`src/logic/iss_params.svh`:
```
// offsets, field positions, reset values and widths of the interrupt summary block
// Summary of operation
// [RULE1] Summary bits 17 to 31 each show descriptor interrupt n enabled and flagged, n = 1 to 15.
// [RULE2] Summary bit 13 shows that any bit of the time-sync enable or status word is set.
// [RULE3] Summary bit 12 shows the receive FIFO warning flag with its enable set.
// [RULE4] Summary bit 9 shows the time-stamp FIFO warning flag with its enable set.
// [RULE5] Summary bit 8 shows the time-stamp FIFO update flag with its enable set.
// [RULE6] Summary bit 7 follows the MAC interrupt request and is 0 when it is idle.
// [RULE7] Summary bit 6 shows that some error status bit has its matching enable set.
// [RULE8] Summary bit 2 shows that some transmit queue has both done flag and enable set.
// [RULE9] Summary bit 0 shows that some receive queue has both frame flag and enable set.
// [RULE10] Summary bits 16 to 14, 11 to 10, 5 to 3 and 1 always read as 0.
// [RULE11] A transmit queue's done flag sets when the MAC has sent a frame of it, clears on leaving operation mode.
// [RULE12] Summary bits other than 13 and 7 follow their flag and enable and fall as soon as either is 0.
// [RULE13] Writes to the summary word change nothing, and it reads 0 after reset.
`ifndef ISS_PARAMS_SVH
`define ISS_PARAMS_SVH

// register byte offsets
`define ISS_OFF_SUMMARY     8'h00
`define ISS_OFF_TXDONE_FLAG 8'h04
`define ISS_OFF_TXDONE_EN   8'h08
`define ISS_OFF_IRQ_STATUS  8'h0c
`define ISS_OFF_IRQ_MASK    8'h10

// summary bit positions
`define ISS_BIT_DESC_LO     17
`define ISS_BIT_TIME_SYNC   13
`define ISS_BIT_RX_FIFO_WARN 12
`define ISS_BIT_TS_FIFO_WARN 9
`define ISS_BIT_TS_FIFO_UPD 8
`define ISS_BIT_MAC         7
`define ISS_BIT_ERROR       6
`define ISS_BIT_TX_DONE     2
`define ISS_BIT_RX_FRAME    0

// bits that can ever be 1 in the summary word
`define ISS_SUMMARY_USED    32'hfffe_33c5

// reset values
`define ISS_RST_WORD        32'h0000_0000

// default widths of source groups
`define ISS_TX_QUEUES       4
`define ISS_RX_QUEUES       4
`define ISS_ERR_BITS        32
`define ISS_TSYNC_BITS      32

// bus answers
`define ISS_RESP_OKAY       2'h0
`define ISS_RESP_SLVERR     2'h2

`endif

```
`src/logic/iss_pkg.sv`:
```
// types shared by the interrupt summary block
package iss_pkg;

    typedef logic [31:0] iss_word_t;
    typedef logic [7:0]  iss_addr_t;
    typedef logic [1:0]  iss_resp_t;
    typedef logic [3:0]  iss_strb_t;

endpackage

```
`src/logic/iss_txdone_flags.sv`:
```
// per-queue frame transmitted flags with hardware set and software clear
`timescale 1ns/1ps
`default_nettype none

module iss_txdone_flags #(
    parameter int NQ = 4
) (
    // clock and reset
    input  wire logic          aclk,
    input  wire logic          aresetn,
    // events from the mac
    input  wire logic [NQ-1:0] tx_frame_sent,
    input  wire logic          op_mode,
    // software clear, a 0 written in an enabled lane clears the flag
    input  wire logic          sw_we,
    input  wire logic [NQ-1:0] sw_keep,
    // flags
    output logic      [NQ-1:0] tx_frame_done_flag_q
);
    typedef struct packed {
        logic [NQ-1:0] flag;
        logic          op_prev;
    } iss_txd_state_t;

    iss_txd_state_t st_r;
    iss_txd_state_t st_nxt;
    logic           leave_op;

    // next flags: set beats software clear, so a frame ending in the clear cycle is kept
    always_comb begin
        st_nxt = st_r;
        leave_op = st_r.op_prev & ~op_mode;
        st_nxt.op_prev = op_mode;
        if (sw_we) begin
            st_nxt.flag = st_r.flag & sw_keep;
        end
        // [RULE11] set on sent frame
        st_nxt.flag = st_nxt.flag | tx_frame_sent;
        // [RULE11] clear leaving operation
        if (leave_op) begin
            st_nxt.flag = '0;
        end
    end

    // state register
    always_ff @(posedge aclk) begin
        if (!aresetn) begin
            st_r <= '0;
        end else begin
            st_r <= st_nxt;
        end
    end

    assign tx_frame_done_flag_q = st_r.flag;

endmodule
`default_nettype wire

```
`src/logic/iss_top.sv`:
```
// interrupt summary status word with axi4-lite slave and interrupt output
`timescale 1ns/1ps
`default_nettype none
`include "iss_params.svh"

module iss_top #(
    parameter int NQ_TX   = `ISS_TX_QUEUES,
    parameter int NQ_RX   = `ISS_RX_QUEUES,
    parameter int ERR_W   = `ISS_ERR_BITS,
    parameter int TSYNC_W = `ISS_TSYNC_BITS
) (
    // clock and reset
    input  wire logic               aclk,
    input  wire logic               aresetn,

    // axi4-lite write address
    input  wire logic               s_axi_awvalid,
    output logic                    s_axi_awready,
    input  wire logic [31:0]        s_axi_awaddr,
    input  wire logic [2:0]         s_axi_awprot,

    // axi4-lite write data
    input  wire logic               s_axi_wvalid,
    output logic                    s_axi_wready,
    input  wire iss_pkg::iss_word_t s_axi_wdata,
    input  wire iss_pkg::iss_strb_t s_axi_wstrb,

    // axi4-lite write response
    output logic                    s_axi_bvalid,
    input  wire logic               s_axi_bready,
    output iss_pkg::iss_resp_t      s_axi_bresp,

    // axi4-lite read address
    input  wire logic               s_axi_arvalid,
    output logic                    s_axi_arready,
    input  wire logic [31:0]        s_axi_araddr,
    input  wire logic [2:0]         s_axi_arprot,

    // axi4-lite read data
    output logic                    s_axi_rvalid,
    input  wire logic               s_axi_rready,
    output iss_pkg::iss_word_t      s_axi_rdata,
    output iss_pkg::iss_resp_t      s_axi_rresp,

    // descriptor interrupt sources, index 1 to 15
    input  wire logic [15:1]        descriptor_irq_enable_n,
    input  wire logic [15:1]        descriptor_irq_flag_n,

    // time-sync enable and status words
    input  wire logic [TSYNC_W-1:0] time_sync_irq_enable_reg,
    input  wire logic [TSYNC_W-1:0] time_sync_irq_status_reg,

    // fifo warning and update sources
    input  wire logic               rx_fifo_warn_enable,
    input  wire logic               rx_fifo_warn_flag,
    input  wire logic               tstamp_fifo_warn_enable,
    input  wire logic               tstamp_fifo_warn_flag,
    input  wire logic               tstamp_fifo_update_enable,
    input  wire logic               tstamp_fifo_update_flag,

    // mac and error sources
    input  wire logic               mac_irq,
    input  wire logic [ERR_W-1:0]   error_status_reg,
    input  wire logic [ERR_W-1:0]   error_enable_reg,

    // transmit side: frame sent pulses and operation mode level
    input  wire logic [NQ_TX-1:0]   tx_frame_sent,
    input  wire logic               op_mode,

    // receive side per-queue flags and enables
    input  wire logic [NQ_RX-1:0]   rx_frame_enable_q,
    input  wire logic [NQ_RX-1:0]   rx_frame_flag_q,

    // results
    output iss_pkg::iss_word_t      interrupt_summary,
    output logic [NQ_TX-1:0]        tx_frame_done_flag_q,
    output logic                    irq
);
    import iss_pkg::*;

    typedef struct packed {
        // write channel holding
        logic      awready;
        logic      aw_held;
        iss_addr_t aw_addr;
        logic      wready;
        logic      w_held;
        iss_word_t w_data;
        iss_strb_t w_strb;
        logic      bvalid;
        iss_resp_t bresp;

        // read channel
        logic      arready;
        logic      rvalid;
        iss_word_t rdata;
        iss_resp_t rresp;

        // block state
        iss_word_t summary;
        iss_word_t status;
        iss_word_t mask;
        logic [NQ_TX-1:0] tx_en;
        logic      irq;
    } iss_state_t;

    // registered state and its next value
    iss_state_t         st_r;
    iss_state_t         st_nxt;
    // decode strobes and the flag keeper link
    iss_word_t          live_sum;
    logic               do_write;
    logic               do_read;
    logic [NQ_TX-1:0]   txd_flag;
    logic               txd_we;
    logic [NQ_TX-1:0]   txd_keep;

    // any position where both words carry a 1
    function automatic logic any_pair(input iss_word_t a, input iss_word_t b);
        any_pair = |(a & b);
    endfunction

    // byte-lane merge of a written word into a stored one
    function automatic iss_word_t merge_strb(input iss_word_t old_v, input iss_word_t new_v,
                                             input iss_strb_t strb);
        iss_word_t res;
        res = old_v;
        for (int i = 0; i < 4; i++) begin
            if (strb[i]) begin
                res[i*8 +: 8] = new_v[i*8 +: 8];
            end
        end
        merge_strb = res;
    endfunction

    // live summary word built from source flags and enables
    always_comb begin
        live_sum = `ISS_RST_WORD;
        // [RULE1] descriptor n summaries
        live_sum[31:`ISS_BIT_DESC_LO] = descriptor_irq_enable_n & descriptor_irq_flag_n;
        // [RULE2] any time-sync bit
        live_sum[`ISS_BIT_TIME_SYNC] = (|time_sync_irq_enable_reg) |
                                       (|time_sync_irq_status_reg);
        // [RULE3] receive fifo warning
        live_sum[`ISS_BIT_RX_FIFO_WARN] = rx_fifo_warn_enable & rx_fifo_warn_flag;
        // [RULE4] time-stamp fifo warning
        live_sum[`ISS_BIT_TS_FIFO_WARN] = tstamp_fifo_warn_enable & tstamp_fifo_warn_flag;
        // [RULE5] time-stamp fifo update
        live_sum[`ISS_BIT_TS_FIFO_UPD] = tstamp_fifo_update_enable & tstamp_fifo_update_flag;
        // [RULE6] mac request follows
        live_sum[`ISS_BIT_MAC] = mac_irq;
        // [RULE7] matching error pair
        live_sum[`ISS_BIT_ERROR] = any_pair(32'(error_status_reg), 32'(error_enable_reg));
        // [RULE8] matching transmit queue
        live_sum[`ISS_BIT_TX_DONE] = any_pair(32'(txd_flag), 32'(st_r.tx_en));
        // [RULE9] matching receive queue
        live_sum[`ISS_BIT_RX_FRAME] = any_pair(32'(rx_frame_flag_q), 32'(rx_frame_enable_q));
        // [RULE10] unused positions forced low
        live_sum = live_sum & `ISS_SUMMARY_USED;
    end

    // only the low address byte is decoded, so the map repeats every 256 bytes
    // a write happens once both halves are held and the previous answer is gone
    assign do_write = st_r.aw_held & st_r.w_held & ~st_r.bvalid;
    assign do_read  = s_axi_arvalid & st_r.arready;

    // the only software clear reaching the flags: a 0 in an enabled byte lane
    assign txd_we   = do_write & (st_r.aw_addr == `ISS_OFF_TXDONE_FLAG) & st_r.w_strb[0];
    assign txd_keep = st_r.w_data[NQ_TX-1:0];

    // next state of bus slave, summary, status and mask
    always_comb begin
        iss_word_t events;
        iss_word_t clr;
        st_nxt = st_r;
        events = `ISS_RST_WORD;
        clr    = `ISS_RST_WORD;

        // write address and data are taken independently, in either order
        if (s_axi_awvalid && st_r.awready) begin
            st_nxt.aw_held = 1'b1;
            st_nxt.aw_addr = s_axi_awaddr[7:0];
        end
        if (s_axi_wvalid && st_r.wready) begin
            st_nxt.w_held = 1'b1;
            st_nxt.w_data = s_axi_wdata;
            st_nxt.w_strb = s_axi_wstrb;
        end

        // register write decode
        if (do_write) begin
            st_nxt.aw_held = 1'b0;
            st_nxt.w_held  = 1'b0;
            st_nxt.bvalid  = 1'b1;
            st_nxt.bresp   = `ISS_RESP_OKAY;
            if (st_r.aw_addr == `ISS_OFF_SUMMARY) begin
                // [RULE13] summary write ignored
                st_nxt.bresp = `ISS_RESP_OKAY;
            end else if (st_r.aw_addr == `ISS_OFF_TXDONE_FLAG) begin
                // flag clearing is done inside the flag keeper
                st_nxt.bresp = `ISS_RESP_OKAY;
            end else if (st_r.aw_addr == `ISS_OFF_TXDONE_EN) begin
                // low queue bits only, lanes honoured
                st_nxt.tx_en = NQ_TX'(merge_strb(32'(st_r.tx_en), st_r.w_data, st_r.w_strb));
            end else if (st_r.aw_addr == `ISS_OFF_IRQ_STATUS) begin
                // write one to clear
                clr = merge_strb(`ISS_RST_WORD, st_r.w_data, st_r.w_strb);
            end else if (st_r.aw_addr == `ISS_OFF_IRQ_MASK) begin
                // unused positions never unmask
                st_nxt.mask = merge_strb(st_r.mask, st_r.w_data, st_r.w_strb)
                              & `ISS_SUMMARY_USED;
            end else begin
                // unmapped offset
                st_nxt.bresp = `ISS_RESP_SLVERR;
            end
        end else if (st_r.bvalid && s_axi_bready) begin
            st_nxt.bvalid = 1'b0;
        end

        // ready only while the holding slot is free, so a pending write stalls the master
        st_nxt.awready = ~st_nxt.aw_held;
        st_nxt.wready  = ~st_nxt.w_held;

        // register read decode, one read at a time
        if (do_read) begin
            st_nxt.rvalid = 1'b1;
            st_nxt.rresp  = `ISS_RESP_OKAY;
            if (s_axi_araddr[7:0] == `ISS_OFF_SUMMARY) begin
                // same word as the port
                st_nxt.rdata = st_r.summary;
            end else if (s_axi_araddr[7:0] == `ISS_OFF_TXDONE_FLAG) begin
                // flags from the keeper
                st_nxt.rdata = 32'(txd_flag);
            end else if (s_axi_araddr[7:0] == `ISS_OFF_TXDONE_EN) begin
                // upper bits read 0
                st_nxt.rdata = 32'(st_r.tx_en);
            end else if (s_axi_araddr[7:0] == `ISS_OFF_IRQ_STATUS) begin
                // sticky events
                st_nxt.rdata = st_r.status;
            end else if (s_axi_araddr[7:0] == `ISS_OFF_IRQ_MASK) begin
                // interrupt mask
                st_nxt.rdata = st_r.mask;
            end else begin
                // unmapped reads zero with an error
                st_nxt.rdata = `ISS_RST_WORD;
                st_nxt.rresp = `ISS_RESP_SLVERR;
            end
        end else if (st_r.rvalid && s_axi_rready) begin
            st_nxt.rvalid = 1'b0;
        end
        st_nxt.arready = ~st_nxt.rvalid;

        // [RULE12] summary tracks sources each cycle
        st_nxt.summary = live_sum;

        // a rising summary bit is an event; set wins over a same-cycle clear
        events = live_sum & ~st_r.summary;
        st_nxt.status = (st_r.status & ~clr) | events;

        // level interrupt while any unmasked status bit stands
        st_nxt.irq = |(st_nxt.status & st_nxt.mask);
    end

    // state register; all but the three readies clear, the summary word reads 0 after reset
    always_ff @(posedge aclk) begin
        if (!aresetn) begin
            // [RULE13] reset reads zero
            st_r         <= '0;
            // readies idle high, so a request is taken at the first edge
            st_r.awready <= 1'b1;
            st_r.wready  <= 1'b1;
            st_r.arready <= 1'b1;
        end else begin
            st_r <= st_nxt;
        end
    end

    // per-queue frame transmitted flags
    iss_txdone_flags #(
        .NQ (NQ_TX)
    ) u_txdone (
        .aclk                 (aclk),
        .aresetn              (aresetn),
        .tx_frame_sent        (tx_frame_sent),
        .op_mode              (op_mode),
        .sw_we                (txd_we),
        .sw_keep              (txd_keep),
        .tx_frame_done_flag_q (txd_flag)
    );

    // outputs, all straight from flops
    assign s_axi_awready        = st_r.awready;
    assign s_axi_wready         = st_r.wready;
    assign s_axi_bvalid         = st_r.bvalid;
    assign s_axi_bresp          = st_r.bresp;
    // read side
    assign s_axi_arready        = st_r.arready;
    assign s_axi_rvalid         = st_r.rvalid;
    assign s_axi_rdata          = st_r.rdata;
    assign s_axi_rresp          = st_r.rresp;
    // summary, flags and interrupt
    assign interrupt_summary    = st_r.summary;
    assign tx_frame_done_flag_q = txd_flag;
    assign irq                  = st_r.irq;

endmodule
`default_nettype wire

```
`config.mk`:
```
export PLATFORM = sky130hd
export DESIGN_NAME = iss_top
export DESIGN_NICKNAME = d
export VERILOG_FILES = /design/src/logic/iss_pkg.sv /design/src/logic/iss_txdone_flags.sv /design/src/logic/iss_top.sv
export VERILOG_INCLUDE_DIRS = /design/src /design/src/logic
export SDC_FILE = /design/constraint.sdc
export NUM_CORES = 1
export LEC_CHECK = 0
export CAP_MARGIN = 10
export CORE_MARGIN = 1.5
export CORE_UTILIZATION = 39
export CTS_BUF_LIST = sky130_fd_sc_hd__clkbuf_4
export CTS_CLUSTER_DIAMETER = 60
export DETAILED_ROUTE_END_ITERATION = 8
export DONT_BUFFER_PORTS = 1
export HOLD_SLACK_MARGIN = 0.08
export SLEW_MARGIN = 30
export SYNTH_ARGS = -nofsm -noshare
export SYNTH_HDL_FRONTEND = slang
export SYNTH_HIERARCHICAL = 1
export SYNTH_SLANG_ARGS = --single-unit
```
`constraint.sdc`:
```
create_clock -name aclk -period 2.86 [get_ports aclk]
set_input_delay 0.429 -clock aclk [delete_from_list [all_inputs] [get_ports aclk]]
set_output_delay 0.429 -clock aclk [all_outputs]
set_load 0.03 [all_outputs]
```
== After elaboration in Yosys (flattened, before gate mapping) ==
Index checks and enable logic that the tools add are counted.

* Logic and storage cells: 119
* Bits in registers: 193
* Input port bits: 291
* Output and inout port bits: 78

* Reductions and logical operators: 15
* Muxes and demuxes: 45
* Bitwise gates (word level): 30
* Equal/unequal tests: 8

{| class="wikitable"
|+ Operators by type and width
! kind !! number
|-
| two-way mux 32 bit || 13
|-
| OR reduction 32 bit || 6
|-
| bitwise AND 32 bit || 4
|-
| two-way mux 36 bit || 3
|-
| inverter 32 bit || 2
|-
| two-way mux 8 bit || 7
|-
| two-way mux 37 bit || 1
|-
| == test 8 x 4 -> 1 bit (second input constant) || 4
|-
| bitwise OR 32 bit || 1
|-
| two-way mux 2 bit || 10
|-
| == test 8 x 3 -> 1 bit (second input constant) || 2
|-
| == test 8 x 5 -> 1 bit (second input constant) || 2
|-
| logical NOT 8 bit || 2
|-
| bitwise AND 15 bit || 1
|-
| bitwise AND 4 bit || 3
|-
| two-way mux 4 bit || 3
|-
| bitwise AND 1 bit || 9
|-
| two-way mux 9 bit || 1
|-
| inverter 1 bit || 8
|-
| two-way mux 1 bit || 6
|-
| two-way mux 6 bit || 1
|-
| AND reduction 5 bit || 1
|-
| logical AND 1 bit || 4
|-
| bitwise OR 4 bit || 1
|-
| other kinds (3) || 3
|}

== Longest topological paths before layout ==
* Word-level depth: 11
* Depth in mapped cells: 10
* Depth with buffers taken out: 7

== Modules after synthesis ==
Netlist, hierarchy kept.

{| class="wikitable"
|+ Modules (own cells, without submodules)
! module !! cells each !! times used !! sequential area each (um^2) !! area an instance (um^2)
|-
| iss_top || 906 || 1 || 3,543.4 || 7,714.9
|-
| iss_txdone_flags || 24 || 1 || 100.1 || 209.0
|}

== Worst setup path after synthesis ==
Ideal clock, no wire load.

* Kind: reg-to-reg
* Start: register st_r (netlist bit s_axi_bvalid)
* End: register st_r (netlist bit irq)
* Buffers on the path: 0
* Period minus slack after synthesis: 2,327 ps
* Data arrival time: 2,189 ps
* Slack: 533 ps
* Cell stages (with the launch flop): 8
* Setup time: 139 ps
* Data required time: 2,721 ps
* Path through: dfxtp_1 -> or4bb_1 -> or4_1 -> a21o_1 -> nand2_1 -> o2111ai_1 -> nor4_1 -> a41oi_1

* Cells in the longest elaborated chain, start to end: 8
* Elaborated cells on any way between the ends: 9

{| class="wikitable"
|+ RTL lines
! element !! RTL line !! source
|-
| from (decl) || iss_top.sv:108 || <nowiki>iss_state_t st_r;</nowiki>
|-
| from (signal assigned) || iss_top.sv:274 || <nowiki>st_r <= st_nxt;</nowiki>
|-
| inverter 1 bit * || iss_top.sv:164 || <nowiki>assign do_write = st_r.aw_held & st_r.w_held & ~st_r.bvalid;</nowiki>
|-
| bitwise AND 1 bit * || iss_top.sv:164 ||
|-
| two-way mux 32 bit || iss_top.sv:191 || <nowiki>if (do_write) begin</nowiki>
|-
| inverter 32 bit || iss_top.sv:258 || <nowiki>st_nxt.status = (st_r.status & ~clr) | events;</nowiki>
|-
| bitwise AND 32 bit || iss_top.sv:258 ||
|-
| bitwise OR 32 bit || iss_top.sv:258 ||
|-
| bitwise AND 32 bit * || iss_top.sv:261 || <nowiki>st_nxt.irq = |(st_nxt.status & st_nxt.mask);</nowiki>
|-
| OR reduction 32 bit * || iss_top.sv:261 ||
|}

Mark *: on every way between the ends. The rest lies on a longest branch, timed or not.
A chain may end at the register's enable or synchronous reset.

== Worst setup path after layout ==
* Start: register st_r[176] (netlist bit)
* End: register st_r (netlist bit irq)

* Cells in the longest elaborated chain, start to end: 8
* Elaborated cells on any way between the ends: 9

{| class="wikitable"
|+ RTL lines
! element !! RTL line
|-
| bitwise AND 1 bit * (2 in series) || iss_top.sv:164
|-
| two-way mux 32 bit || iss_top.sv:191
|-
| inverter 32 bit || iss_top.sv:258
|-
| bitwise AND 32 bit || iss_top.sv:258
|-
| bitwise OR 32 bit || iss_top.sv:258
|-
| bitwise AND 32 bit * || iss_top.sv:261
|-
| OR reduction 32 bit * || iss_top.sv:261
|}

Marked as above.

==> flow_metrics.py <==
metrics = {
    "pwr": {
        "ir_worst_vdd_v": 0.000388,
        "p_leak_nw": 3.50,
        "power-per-cell-area_nw_per_um2": 551,
    },
    "critical_path": {
        "slowest_stage": "mux2_2",
        "r2r_end": "irq",
        "critPathMaxStageDelay_ns": 0.42,
        "required_ns": 3.30,
        "arrival_ns": 3.05,
        "crit_chain": "nor4bb_1, buf_4, nand4_2, mux2_2, nand2_1, o2111ai_1, nor4_1, a41oi_1",
        "critPathTopFamily": "simple AND/OR/NAND/NOR gates",
        "path_class": "register to register",
        "cp.depth": 8,
        "cp_max_fo": 9,
        "worstSetupEndpointType": "register",
        "critPathBufInv": 1,
        "rr_worst_depth": 8,
        "critPathLaunchType": "register",
        "r2r_slack_ns": 0.24,
        "r2r_start": "st_r[176]",
    },
    "logic_synthesis": {
        "synth-adder-area-share_pct": 0,
        "synth_top_family_by_area": "simple AND/OR/NAND/NOR gates",
        "yosysUniqueCellTypes": 56,
        "yosys.area_share.simple_pct": 23.6,
        "async_flop_share_pct": 0,
        "synth_mux_area_share_pct": 4.69,
        "postSynthAreaPerCell_um2": 8.52,
        "netlist_instances": 930,
        "synth_seq_cells": 182,
        "synthTopCellsByArea": "dfxtp_1, buf_4, nand2_1, nor2_1, a21oi_1",
        "ys_seq_area_share_pct": 46.0,
        "synthesis.area_um2": 7920,
        "ys.warnings.count": 6,
        "synth-edff-count": 0,
        "synth-xor-area-share_pct": 0,
        "synthFlopType": "dfxtp_1",
        "synth_compound_area_share_pct": 15.5,
        "synth_area_leader_cell": "dfxtp_1",
        "synth_top_area_share_pct": 46.0,
    },
    "timing": {
        "setup_viol": 0,
        "max_freq_ghz": 0.382,
        "fin_crit_sh_pct": 91.5,
        "slew_violations": 0,
        "rsz0062_at_grt": "no",
        "clock_skew_ns": 0.0233,
        "hold_violations": 0,
        "tightest_slew_ns": 0.773,
        "period_needed_ns": 2.62,
        "relSlewSlack_pct": 47.9,
        "fin_tns_setup_ns": 0,
    },
    "detailed_routing": {
        "viasPerCell": 5.49,
        "remaining_drc_errors": 0,
        "ant_nets": 0,
        "first_pass_iters": 5,
        "vias": 6851,
        "routed_wirelength_um": 25200,
        "dr.first_iter.drc_count": 641,
        "post_drt_wl_per_cell_um": 20.2,
    },
    "global_route": {
        "met3_usage_pct": 6.21,
        "grt_use_total_pct": 23.2,
        "grt_pass1_vias": 6528,
        "grt.overflow.total": 0,
        "grt_antenna_before_repair": 6,
        "grt_max_degree": 49,
        "met2_usage_pct": 34.6,
        "grt_pass1_wl_um": 37800,
        "grt_busiest_layer": "met2",
        "use_met1_pct": 32.2,
    },
    "floorplan": {
        "core.rowCount": 51,
        "die_w_um": 146,
        "die_h_um": 146,
        "core_area_um2": 19700,
        "start_util_pct": 40.2,
        "ios": 369,
        "die_area_um2": 21200,
    },
    "place": {
        "dp_cells": 1110,
        "hpwl_um": 18300,
        "routabilityCongestion": 0.841,
        "portBuffers": 0,
    },
    "clock_network": {
        "cts-buffers-inserted": 17,
        "cts_max_path_buffers": 2,
        "clk_pin_slew_ns": 0.16,
        "cts_num_sinks": 182,
        "clk_latency_ns": 0.57,
        "cts_tree": "built",
        "cts_root_buf": "clkbuf_4",
        "htreeDepth": 4,
        "post_cts_buffers": 0,
    },
    "hold_path": {
        "hold_path_startpoint": "error_enable_reg[22]",
        "hold_depth": 4,
        "hp-class": "input port to register",
        "hold_path_end": "interrupt_summary[6]",
    },
    "finish": {
        "final_cell_mix": "dfxtp_1, nand2_1, nor2_1",
        "final_common_cell": "dfxtp_1",
        "nFillCells": 1942,
        "final_core_util_pct": 46.5,
        "drive_gt1_share_pct": 8.70,
        "fin_cells": 1248,
        "area_delta_synth_final_pct": 15.8,
        "final_nets": 1256,
    },
    "outcome": {
        "outcome": "completed",
    },
    "flow_run": {
        "cap_violations": 0,
    },
}
[state kept, by name, indices dropped and copies added, names as in the netlist]
register and flops:
s_axi_rdata 32, interrupt_summary 23, u_txdone/tx_frame_done_flag_q 4, s_axi_wready 1, s_axi_rresp 1, irq 1
s_axi_awready 1, s_axi_bvalid 1, s_axi_rvalid 1, s_axi_bresp 1, u_txdone/st_r 1, s_axi_arready 1
st_r 114
[cell families (layout without fill, tap and decap cells)]
group / count (synthesis) / count (layout)
AND/OR/NAND/NOR: 387 / 387
multiplexers: 36 / 36
other: 1 / 17
AO/OA/AOI/OAI: 186 / 186
buffers and inverters: 138 / 175
flip-flops: 182 / 182
[worst max-delay path by stage]
| stage | from | to |
|---|---|---|
| floorplan | s_axi_bvalid | irq |
| global placement | time_sync_irq_status_reg[0] | irq |
| detailed placement | time_sync_irq_status_reg[0] | irq |
| CTS | st_r[180] | irq |
| global route | st_r[180] | irq |
| finish | st_r[176] | irq |
[routing by layer]
layer | up-vias | routed length [um]
li1 | 3289 | -
met1 | 3240 | 11600
met2 | 298 | 10900
met3 | 24 | 2030
met4 | 0 | 646
met5 | - | 0
[synthesized netlist by cell type, drive strengths merged (11+ instances only)]
library cell / instances
dfxtp: 182
nand2: 128
nor2: 105
buf: 82
a21oi: 72
clkbuf: 43
nand3: 32
mux2i: 27
a22oi: 21
and3: 21
nor4: 21
and2: 19
nand4: 18
a211oi: 17
a222oi: 15
a31oi: 13
inv: 12
o21ai: 12
nor3: 11
[final cells by class]
class / instances / area (um2) / share of cell area (%)
Inverter: 13 / 51.3 / 0.559
Antenna cell: 6 / 15.0 / 0.164
Timing Repair Buffer: 131 / 1280 / 14.0
Tap cell: 265 / 332 / 3.61
Clock inverter: 13 / 204 / 2.22
Clock buffer: 18 / 135 / 1.47
Multi-Input combinational cell: 620 / 3510 / 38.3
Sequential cell: 182 / 3640 / 39.7
[worst reg2reg max path, stage by stage (launching register included)]
cell and delay [ns]:
dfxtp_1 0.39, nor4bb_1 0.31, buf_4 0.23, nand4_2 0.38
mux2_2 0.42, nand2_1 0.08, o2111ai_1 0.16, nor4_1 0.38
a41oi_1 0.15
[per-stage QoR]
stage	power [mW]	hold WS, ns	instance area [um2]	setup WS [ns]
finish	5.06	0.127	9180	0.244
global route	5.26	0.0866	9180	0.120
CTS	5.08	0.0870	9160	0.251
detailed placement	3.29	0.448	7800	0.245
global placement	3.28	0.446	7800	0.246
floorplan	3.24	0.432	7960	0.533
[where the power goes]
part / switching [mW] / internal (mW) / leakage, nW / total (mW)
Combinational: 0.277 / 0.236 / 1.84 / 0.513
Clock: 0.904 / 0.786 / 0.169 / 1.69
Sequential: 0.200 / 2.65 / 1.49 / 2.85
[repair_timing]
action / in CTS / in global routing
hold endpoints to repair: 117 / 0
resized for setup: 0 / 0
hold buffers: 101 / 0
No activity file was read; power rests on OpenSTA's default activity.
